$ cat config.mk
export PLATFORM = sky130hd
export DESIGN_NAME = agu_bitrev_modulo_progspace
export DESIGN_NICKNAME = d
export VERILOG_FILES = /design/src/hdl/agu_pkg.sv /design/src/hdl/agu_bitrev_modulo_progspace.sv
export SDC_FILE = /design/constraint.sdc
export NUM_CORES = 1
export LEC_CHECK = 0
export BUFFER_PORTS_ARGS = -buffer_cell sky130_fd_sc_hd__buf_2
export CAP_MARGIN = 25
export CORE_ASPECT_RATIO = 1.4
export CORE_MARGIN = 5
export CORE_UTILIZATION = 35
export CTS_CLUSTER_DIAMETER = 30
export DETAILED_ROUTE_END_ITERATION = 12
export GPL_TIMING_DRIVEN = 1
export PLACE_DENSITY_LB_ADDON = 0.25
export SETUP_SLACK_MARGIN = 0.02
export SLEW_MARGIN = 20
export SYNTH_ARGS = -nofsm -noshare
export SYNTH_HDL_FRONTEND = slang
export SYNTH_SLANG_ARGS = --single-unit
$ cat constraint.sdc
create_clock -name clk -period 19.5 [get_ports clk]
set_clock_uncertainty 0.15 [all_clocks]
set_input_delay 3.9 -clock clk [delete_from_list [all_inputs] [get_ports clk]]
set_output_delay 3.9 -clock clk [all_outputs]
set_load 0.01 [all_outputs]
$ cat src/hdl/agu_pkg.sv
// Package of register offsets, fields, reset values and mode codes for the address unit.
package agu_pkg;
  localparam logic [11:0] ADDR_CIRC_CTRL  = 12'h000;
  localparam logic [11:0] ADDR_X_START    = 12'h004;
  localparam logic [11:0] ADDR_X_END      = 12'h008;
  localparam logic [11:0] ADDR_BREV_CTRL  = 12'h00c;
  localparam logic [11:0] ADDR_TBL_PAGE   = 12'h010;
  localparam logic [11:0] ADDR_VIS_PAGE   = 12'h014;
  localparam logic [11:0] ADDR_STATUS     = 12'h018;
  localparam int          CIRC_EN_BIT     = 15;
  localparam int          REV_SEL_LSB     = 8;
  localparam int          REV_EN_BIT      = 15;
  localparam logic [3:0]  SEL_NONE        = 4'hf;
  localparam logic [15:0] CIRC_CTRL_RST   = 16'h0fff;
  localparam logic [15:0] BREV_CTRL_RST   = 16'h0000;
  localparam logic [15:0] X_START_RST     = 16'h0000;
  localparam logic [15:0] X_END_RST       = 16'h0000;
  localparam logic [7:0]  PAGE_RST        = 8'h00;
  typedef enum logic [2:0] {
    AGU_MODE_IND      = 3'h0,
    AGU_MODE_POST_INC = 3'h1,
    AGU_MODE_POST_DEC = 3'h2,
    AGU_MODE_PRE_INC  = 3'h3,
    AGU_MODE_PRE_DEC  = 3'h4,
    AGU_MODE_REG_OFS  = 3'h5
  } agu_mode_t;
  typedef enum logic [1:0] {
    AGU_PS_NONE  = 2'b00,
    AGU_PS_TABLE = 2'b01,
    AGU_PS_VIS   = 2'b11
  } agu_ps_t;
endpackage

$ cat src/hdl/agu_bitrev_modulo_progspace.sv
// Address generation: circular correction, bit reversal and program-space addresses.
module agu_bitrev_modulo_progspace (
  input  wire logic                clk,
  input  wire logic                reset,
  input  wire logic                psel,
  input  wire logic                penable,
  input  wire logic                pwrite,
  input  wire logic [11:0]         paddr,
  input  wire logic [31:0]         pwdata,
  output logic      [31:0]         prdata,
  output logic                     pready,
  output logic                     pslverr,
  input  wire logic                req_valid,
  input  wire logic                req_write,
  input  wire logic                req_byte,
  input  wire agu_pkg::agu_mode_t  req_mode,
  input  wire logic [3:0]          req_reg,
  input  wire logic [15:0]         req_ptr,
  input  wire logic [15:0]         req_ofs,
  output logic                     ea_valid,
  output logic      [15:0]         ea,
  output logic                     wb_en,
  output logic      [3:0]          wb_reg,
  output logic      [15:0]         wb_data,
  output logic                     ea_reversed,
  output logic                     ea_wrapped,
  input  wire logic                ps_valid,
  input  wire agu_pkg::agu_ps_t    ps_kind,
  input  wire logic                ps_write,
  input  wire logic [15:0]         ps_ea,
  output logic                     pa_valid,
  output logic      [23:0]         pa,
  output logic                     pa_config,
  output logic                     pa_low_word,
  output logic                     pa_refused
);
  import agu_pkg::*;

  logic [15:0] circ_ctrl_r, circ_ctrl_nxt;
  logic [15:0] x_start_r, x_start_nxt;
  logic [15:0] x_end_r, x_end_nxt;
  logic [15:0] brev_ctrl_r, brev_ctrl_nxt;
  logic [7:0]  tbl_page_r, tbl_page_nxt;
  logic [7:0]  vis_page_r, vis_page_nxt;
  logic [1:0]  status_r, status_nxt;
  logic [31:0] prdata_r, prdata_nxt;
  logic        pslverr_r, pslverr_nxt;
  logic        pready_r, pready_nxt;
  logic        apb_acc;
  logic        addr_ok;

  // Decode and result of one data request, shared with the status register.
  logic [3:0]  circ_sel;
  logic [3:0]  rev_sel;
  logic        circ_on;
  logic        rev_cfg;
  logic        is_inc;
  logic        is_dec;
  logic        is_pre;
  logic        is_mod;
  logic        rev_act;
  logic [14:0] pivot_rev;
  logic [15:0] pivot_rev_b;
  logic [15:0] step;
  logic [15:0] raw;
  logic [15:0] mod_ea;
  logic [15:0] rev_ea;
  logic        wrapped;
  logic [15:0] len;
  logic        ea_valid_nxt;
  logic [15:0] ea_nxt;
  logic        wb_en_nxt;
  logic [15:0] wb_data_nxt;
  logic        ea_reversed_nxt;
  logic        ea_wrapped_nxt;

  assign apb_acc = psel && penable;
  // One wait state lets the registered read data and error stand while pready is high.
  assign pready  = pready_r;
  assign prdata  = prdata_r;
  assign pslverr = pslverr_r;

  always_comb begin
    addr_ok = 1'b1;
    case (paddr)
      ADDR_CIRC_CTRL, ADDR_X_START, ADDR_X_END, ADDR_BREV_CTRL,
      ADDR_TBL_PAGE, ADDR_VIS_PAGE, ADDR_STATUS: addr_ok = 1'b1;
      default: addr_ok = 1'b0;
    endcase
  end

  // Register writes, read mux and sticky status of the last generated address.
  always_comb begin
    circ_ctrl_nxt = circ_ctrl_r;
    x_start_nxt   = x_start_r;
    x_end_nxt     = x_end_r;
    brev_ctrl_nxt = brev_ctrl_r;
    tbl_page_nxt  = tbl_page_r;
    vis_page_nxt  = vis_page_r;
    prdata_nxt    = prdata_r;
    pslverr_nxt   = 1'b0;
    status_nxt    = status_r;
    if (ea_valid_nxt) begin
      status_nxt = {rev_act, wrapped};
    end
    pready_nxt    = apb_acc && !pready_r;
    if (apb_acc && !pready_r) begin
      pslverr_nxt = !addr_ok;
    end
    if (apb_acc) begin
      // Writes commit only at the edge that completes the access.
      if (pwrite && pready_r) begin
        case (paddr)
          ADDR_CIRC_CTRL: circ_ctrl_nxt = pwdata[15:0];
          ADDR_X_START:   x_start_nxt   = pwdata[15:0];
          ADDR_X_END:     x_end_nxt     = pwdata[15:0];
          ADDR_BREV_CTRL: brev_ctrl_nxt = pwdata[15:0];
          ADDR_TBL_PAGE:  tbl_page_nxt  = pwdata[7:0];
          ADDR_VIS_PAGE:  vis_page_nxt  = pwdata[7:0];
          default: ;
        endcase
      end else if (!pwrite && !pready_r) begin
        case (paddr)
          ADDR_CIRC_CTRL: prdata_nxt = {16'h0000, circ_ctrl_r};
          ADDR_X_START:   prdata_nxt = {16'h0000, x_start_r};
          ADDR_X_END:     prdata_nxt = {16'h0000, x_end_r};
          ADDR_BREV_CTRL: prdata_nxt = {16'h0000, brev_ctrl_r};
          ADDR_TBL_PAGE:  prdata_nxt = {24'h000000, tbl_page_r};
          ADDR_VIS_PAGE:  prdata_nxt = {24'h000000, vis_page_r};
          ADDR_STATUS:    prdata_nxt = {30'h0, status_r};
          default:        prdata_nxt = 32'h0000_0000;
        endcase
      end
    end
  end

  // Bit reversal and circular correction for one data request.
  assign circ_sel = circ_ctrl_r[3:0];
  assign rev_sel  = circ_ctrl_r[REV_SEL_LSB +: 4];
  assign circ_on  = circ_ctrl_r[CIRC_EN_BIT] && (circ_sel != SEL_NONE);
  assign rev_cfg  = (rev_sel != SEL_NONE) && brev_ctrl_r[REV_EN_BIT];

  // The modifier is mirrored here; the pointer is mirrored inside the reverse-carry add.
  genvar gi;
  generate
    for (gi = 0; gi < 15; gi++) begin : g_mirror
      assign pivot_rev[gi] = brev_ctrl_r[14 - gi];
    end
  endgenerate

  always_comb begin
    is_inc = (req_mode == AGU_MODE_POST_INC) || (req_mode == AGU_MODE_PRE_INC);
    is_dec = (req_mode == AGU_MODE_POST_DEC) || (req_mode == AGU_MODE_PRE_DEC);
    is_pre = (req_mode == AGU_MODE_PRE_INC) || (req_mode == AGU_MODE_PRE_DEC);
    is_mod = is_inc || is_dec;
    rev_act = rev_cfg && req_write && !req_byte && is_inc
              && (req_reg == rev_sel);
    // Reverse-carry add: mirror pointer, add mirrored word pivot, mirror back.
    pivot_rev_b = {pivot_rev, 1'b0};
    rev_ea = 16'h0000;
    for (int i = 0; i < 16; i++) begin
      rev_ea[i] = 1'b0;
    end
    begin : b_rev
      logic [15:0] pm;
      logic [15:0] sm;
      pm = 16'h0000;
      sm = 16'h0000;
      for (int i = 1; i < 16; i++) begin
        pm[i] = req_ptr[16 - i];
      end
      // Carries run towards the lsb of the pointer, as the mirrored sum requires.
      sm = pm + pivot_rev_b;
      for (int i = 1; i < 16; i++) begin
        rev_ea[16 - i] = sm[i];
      end
      rev_ea[0] = 1'b0;
    end
    step = req_byte ? 16'h0001 : 16'h0002;
    case (req_mode)
      AGU_MODE_POST_INC: raw = req_ptr + step;
      AGU_MODE_POST_DEC: raw = req_ptr - step;
      AGU_MODE_PRE_INC:  raw = req_ptr + step;
      AGU_MODE_PRE_DEC:  raw = req_ptr - step;
      AGU_MODE_REG_OFS:  raw = req_ptr + req_ofs;
      default:           raw = req_ptr;
    endcase
    len = x_end_r - x_start_r + 16'h0001;
    mod_ea  = raw;
    wrapped = 1'b0;
    if (circ_on && !rev_act && (req_reg == circ_sel)) begin
      if (raw > x_end_r) begin
        mod_ea  = raw - len;
        wrapped = 1'b1;
      end else if (raw < x_start_r) begin
        mod_ea  = raw + len;
        wrapped = 1'b1;
      end
    end
    ea_valid_nxt    = req_valid;
    ea_reversed_nxt = req_valid && rev_act;
    ea_wrapped_nxt  = req_valid && wrapped;
    wb_en_nxt       = req_valid && (is_mod || rev_act);
    if (rev_act) begin
      ea_nxt      = is_pre ? rev_ea : {req_ptr[15:1], 1'b0};
      wb_data_nxt = rev_ea;
    end else begin
      ea_nxt      = (is_mod && !is_pre) ? req_ptr : mod_ea;
      wb_data_nxt = mod_ea;
    end
  end

  // Program-space address construction.
  logic        pa_valid_nxt;
  logic [23:0] pa_nxt;
  logic        pa_config_nxt;
  logic        pa_low_word_nxt;
  logic        pa_refused_nxt;

  always_comb begin
    pa_valid_nxt    = 1'b0;
    pa_nxt          = 24'h000000;
    pa_config_nxt   = 1'b0;
    pa_low_word_nxt = 1'b0;
    pa_refused_nxt  = 1'b0;
    if (ps_valid) begin
      case (ps_kind)
        AGU_PS_TABLE: begin
          pa_valid_nxt  = 1'b1;
          pa_nxt        = {tbl_page_r, ps_ea};
          pa_config_nxt = tbl_page_r[7];
        end
        AGU_PS_VIS: begin
          if (ps_write || !ps_ea[15]) begin
            pa_refused_nxt = 1'b1;
          end else begin
            pa_valid_nxt    = 1'b1;
            pa_low_word_nxt = 1'b1;
            pa_nxt = {1'b0, vis_page_r, ps_ea[14:1], 1'b0};
          end
        end
        default: ;
      endcase
    end
  end

  // Register file and bus answer.
  always_ff @(posedge clk) begin
    if (reset) begin
      circ_ctrl_r <= CIRC_CTRL_RST;
      x_start_r   <= X_START_RST;
      x_end_r     <= X_END_RST;
      brev_ctrl_r <= BREV_CTRL_RST;
      tbl_page_r  <= PAGE_RST;
      vis_page_r  <= PAGE_RST;
      status_r    <= 2'b00;
      prdata_r    <= 32'h0000_0000;
      pslverr_r   <= 1'b0;
      pready_r    <= 1'b0;
    end else begin
      circ_ctrl_r <= circ_ctrl_nxt;
      x_start_r   <= x_start_nxt;
      x_end_r     <= x_end_nxt;
      brev_ctrl_r <= brev_ctrl_nxt;
      tbl_page_r  <= tbl_page_nxt;
      vis_page_r  <= vis_page_nxt;
      status_r    <= status_nxt;
      prdata_r    <= prdata_nxt;
      pslverr_r   <= pslverr_nxt;
      pready_r    <= pready_nxt;
    end
  end

  // Answer of one data request, a pulse in the cycle after it is taken.
  always_ff @(posedge clk) begin
    if (reset) begin
      ea_valid    <= 1'b0;
      ea          <= 16'h0000;
      wb_en       <= 1'b0;
      wb_reg      <= 4'h0;
      wb_data     <= 16'h0000;
      ea_reversed <= 1'b0;
      ea_wrapped  <= 1'b0;
    end else begin
      ea_valid    <= ea_valid_nxt;
      ea          <= ea_nxt;
      wb_en       <= wb_en_nxt;
      wb_reg      <= req_reg;
      wb_data     <= wb_data_nxt;
      ea_reversed <= ea_reversed_nxt;
      ea_wrapped  <= ea_wrapped_nxt;
    end
  end

  // Answer of one program-space request, a pulse in the cycle after it is taken.
  always_ff @(posedge clk) begin
    if (reset) begin
      pa_valid    <= 1'b0;
      pa          <= 24'h000000;
      pa_config   <= 1'b0;
      pa_low_word <= 1'b0;
      pa_refused  <= 1'b0;
    end else begin
      pa_valid    <= pa_valid_nxt;
      pa          <= pa_nxt;
      pa_config   <= pa_config_nxt;
      pa_low_word <= pa_low_word_nxt;
      pa_refused  <= pa_refused_nxt;
    end
  end
endmodule // agu_bitrev_modulo_progspace

==> results.toml <==
[sta]
min_period_over_period_pct = 53.2
hold_violations = 0
setup_slack_ps = 9120
layout_min_cycle_time_ps = 10380
setup_viol = 0
max_freq_mhz = 96.3
relSlewSlack_pct = 24.1
grt_setup_unrepaired = "false"
setup_tns_ps = 0
drv_slew = 0
tightest_slew_ps = 1130

[floorplan]
coreArea_um2 = 32200
start_util_pct = 35.3
rows = 78
die_h_um = 223
die-area_um2 = 36200
die_w_um = 162
ios = 213

[pwr]
p_leak_nw = 5.59
peakVddDrop_uv = 59.3
power_per_cell_area_nw_per_um2 = 69.6

[setup_path]
critical_path.top_delay_family = "compound AO/OA/AOI/OAI gates"
worstPathArrival_ps = 10560
crit_type = "in -> reg"
cp-start-kind = "input pin"
worstSetupEndpointType = "flop"
r2r_cells = 21
crit_path_top_delay_cell = "o21ai_0"
crit_chain = "buf_2 -> inv_2 -> nand2_1 -> or2_2 -> nand2_1 -> ha_1 -> a21oi_1 -> o22ai_1 -> o211a_1 -> a21o_1 -> a21oi_1 -> xor2_1 -> o21ai_0 -> ha_1 -> and3_1 -> a221o_1 -> a221oi_2 -> a21o_2 -> o211ai_4 -> o221ai_1 -> o21ai_0 -> o221ai_1 -> nor2_1 -> a2111oi_0"
cp.depth = 24
worstPathRequired_ps = 19680
slowest_delay_ps = 870
cp_max_fo = 18
cp_num_buf_inv = 2

[clock_network]
htree_levels = 4
insertion_delay_ps = 450
ctsHoldBuffers = 0
clock-sinks = 168
numCtsBuffers = 17
clkTransAtPathRegs_ps = 70
ctsResizeCount = 0
cts_root_buf = "clkbuf_16"
cts_tree = "built"
post_cts_buffers = 0
clockBufferDepth = 2

[logic_synthesis]
synth_enable_flop_cells = 0
synth_top_flop_cell = "dfxtp_1"
avgSynthCellArea_um2 = 7.80
synth_seq_cells = 168
synth_area_um2 = 11400
synthCells = 1458
ys_seq_area_share_pct = 29.6
async_flop_share_pct = 0
ys_warn_count = 0
synth_cell_type_count = 79

[route]
dr.pass1.iters = 7
drc = 0
num_vias = 11199
wl_um = 38100
post_drt_wl_per_cell_um = 18.7
via_per_inst = 5.51
drt_first_iter_violations = 791
antenna_left = 0

[grt]
use_met1_pct = 23.2
grt.busiest_layer = "met2"
use_met2_pct = 37.0
track_usage_pct = 20.4
grt_max_degree = 74
globalRouteOverflowTotal = 0
grt_pass1_vias = 10862
grt_pass1_wl_um = 59000
antenna_found_initial = 2
use_met3_pct = 3.22

[job]
max-cap-violations = 0

[placement]
place_ws_ps = 8710
hpwl_um = 30600
port-buffer-count = 180
finalWeightedCongestion = 1.00

[min_path]
worstHoldPathCells = 2
hp-class = "reg -> reg"

[layout]
nets = 1850
area_growth_pct = 16.3
finish.utilization_pct = 41.1
drive_above_1_share_pct = 15.6
regMostFlops = "pa"
largest_reg_flops = 24

[status]
run_status = "finished, final reports clean"
-- cells by family after synthesis --
group	count (synthesis)	synth area share, %
DFF	168	29.6
AOI/OAI and AO/OA	427	24.7
xor gates and xnor gates	52	4.01
adders and majority gates	124	14.0
other	1	0.0330
muxes	17	1.52
and+or+nand+nor	507	20.2
buffers and inverters	162	5.92
-- through the flow --
| stage | hold WS [ps] | cells | instance area [um^2] | power, mW |
|---|---|---|---|---|
| 3_3_place_gp | 300 | 1994 | 12600 | 0.595 |
| 6_report | 317 | 2031 | 13200 | 0.920 |
| 4_1_cts | 320 | 2028 | 13200 | 0.928 |
| 2_1_floorplan | 287 | 1473 | 11400 | 0.521 |
| 3_5_place_dp | 308 | 1996 | 12700 | 0.600 |
| 5_1_grt | 330 | 2030 | 13200 | 0.968 |
-- layout make-up --
| cell class | instances | area, um^2 |
|---|---|---|
| multi-input combinational | 1143 | 7430 |
| timing repair buffer | 200 | 1050 |
| tap | 400 | 500 |
| sequential | 168 | 3360 |
| inverter | 85 | 319 |
| clock buffer | 18 | 429 |
| clock inverter | 14 | 130 |
| fill | 3318 | 19000 |
| antenna | 3 | 7.51 |
-- worst paths after layout --
check                                             startpoint                           end  slack, ps
worst max-delay path                             req_mode[0]              ea[5]$_SDFF_PP0_       9120
worst min-delay path            circ_ctrl_r[12]$_SDFFE_PP0P_  circ_ctrl_r[12]$_SDFFE_PP0P_        320
worst max register to register     x_start_r[2]$_SDFFE_PP0P_             ea[13]$_SDFF_PP0_      14240
worst min register to register  circ_ctrl_r[12]$_SDFFE_PP0P_  circ_ctrl_r[12]$_SDFFE_PP0P_        320
-- worst min-delay path, cell delays in order, from the launching register on --
cell     delay, ps
dfxtp_1        310
nand2_1         50
a21oi_1         50
-- report_power, final --
part           internal, mW  switching, mW
Clock                 0.168          0.158
Combinational        0.0933          0.145
Sequential            0.352        0.00280
Total                 0.614          0.307
-- synthesized netlist by cell type (all sizes together), types with 17 or more instances --
library cell | count | area share (%)
xnor2 | 31 | 2.4
a21oi | 158 | 7.0
and2 | 21 | 1.2
o21ai | 60 | 2.6
a211oi | 17 | 1.1
nand2 | 230 | 7.6
inv | 85 | 2.8
nor2 | 120 | 4.0
dfxtp | 168 | 30
a21o | 22 | 1.5
xor2 | 21 | 1.6
nand3 | 21 | 0.92
a22oi | 45 | 3.0
clkbuf | 53 | 1.8
nor3 | 21 | 0.92
ha | 119 | 13
buf | 24 | 1.4
-- per-layer routing --
layer	vias to the layer above	wire length, um
met5	-	0
met4	0	1430
met3	79	1930
met2	374	19600
met1	5278	15100
li1	5468	-
-- layout by cell type, fill, tap and decap left out, drive strengths merged, types with 16 or more instances in the layout --
cell type / n
nand2b: 16
ha: 119
xor2: 21
inv: 92
a211oi: 17
and2: 21
o21ai: 60
a21o: 22
a31oi: 16
dfxtp: 168
nor3: 21
clkbuf: 18
nor2: 120
xnor2: 31
nand3: 21
conb: 16
buf: 200
o21bai: 16
a22oi: 45
nand2: 230
a21oi: 158
No activity file was read; power rests on OpenSTA's default activity.
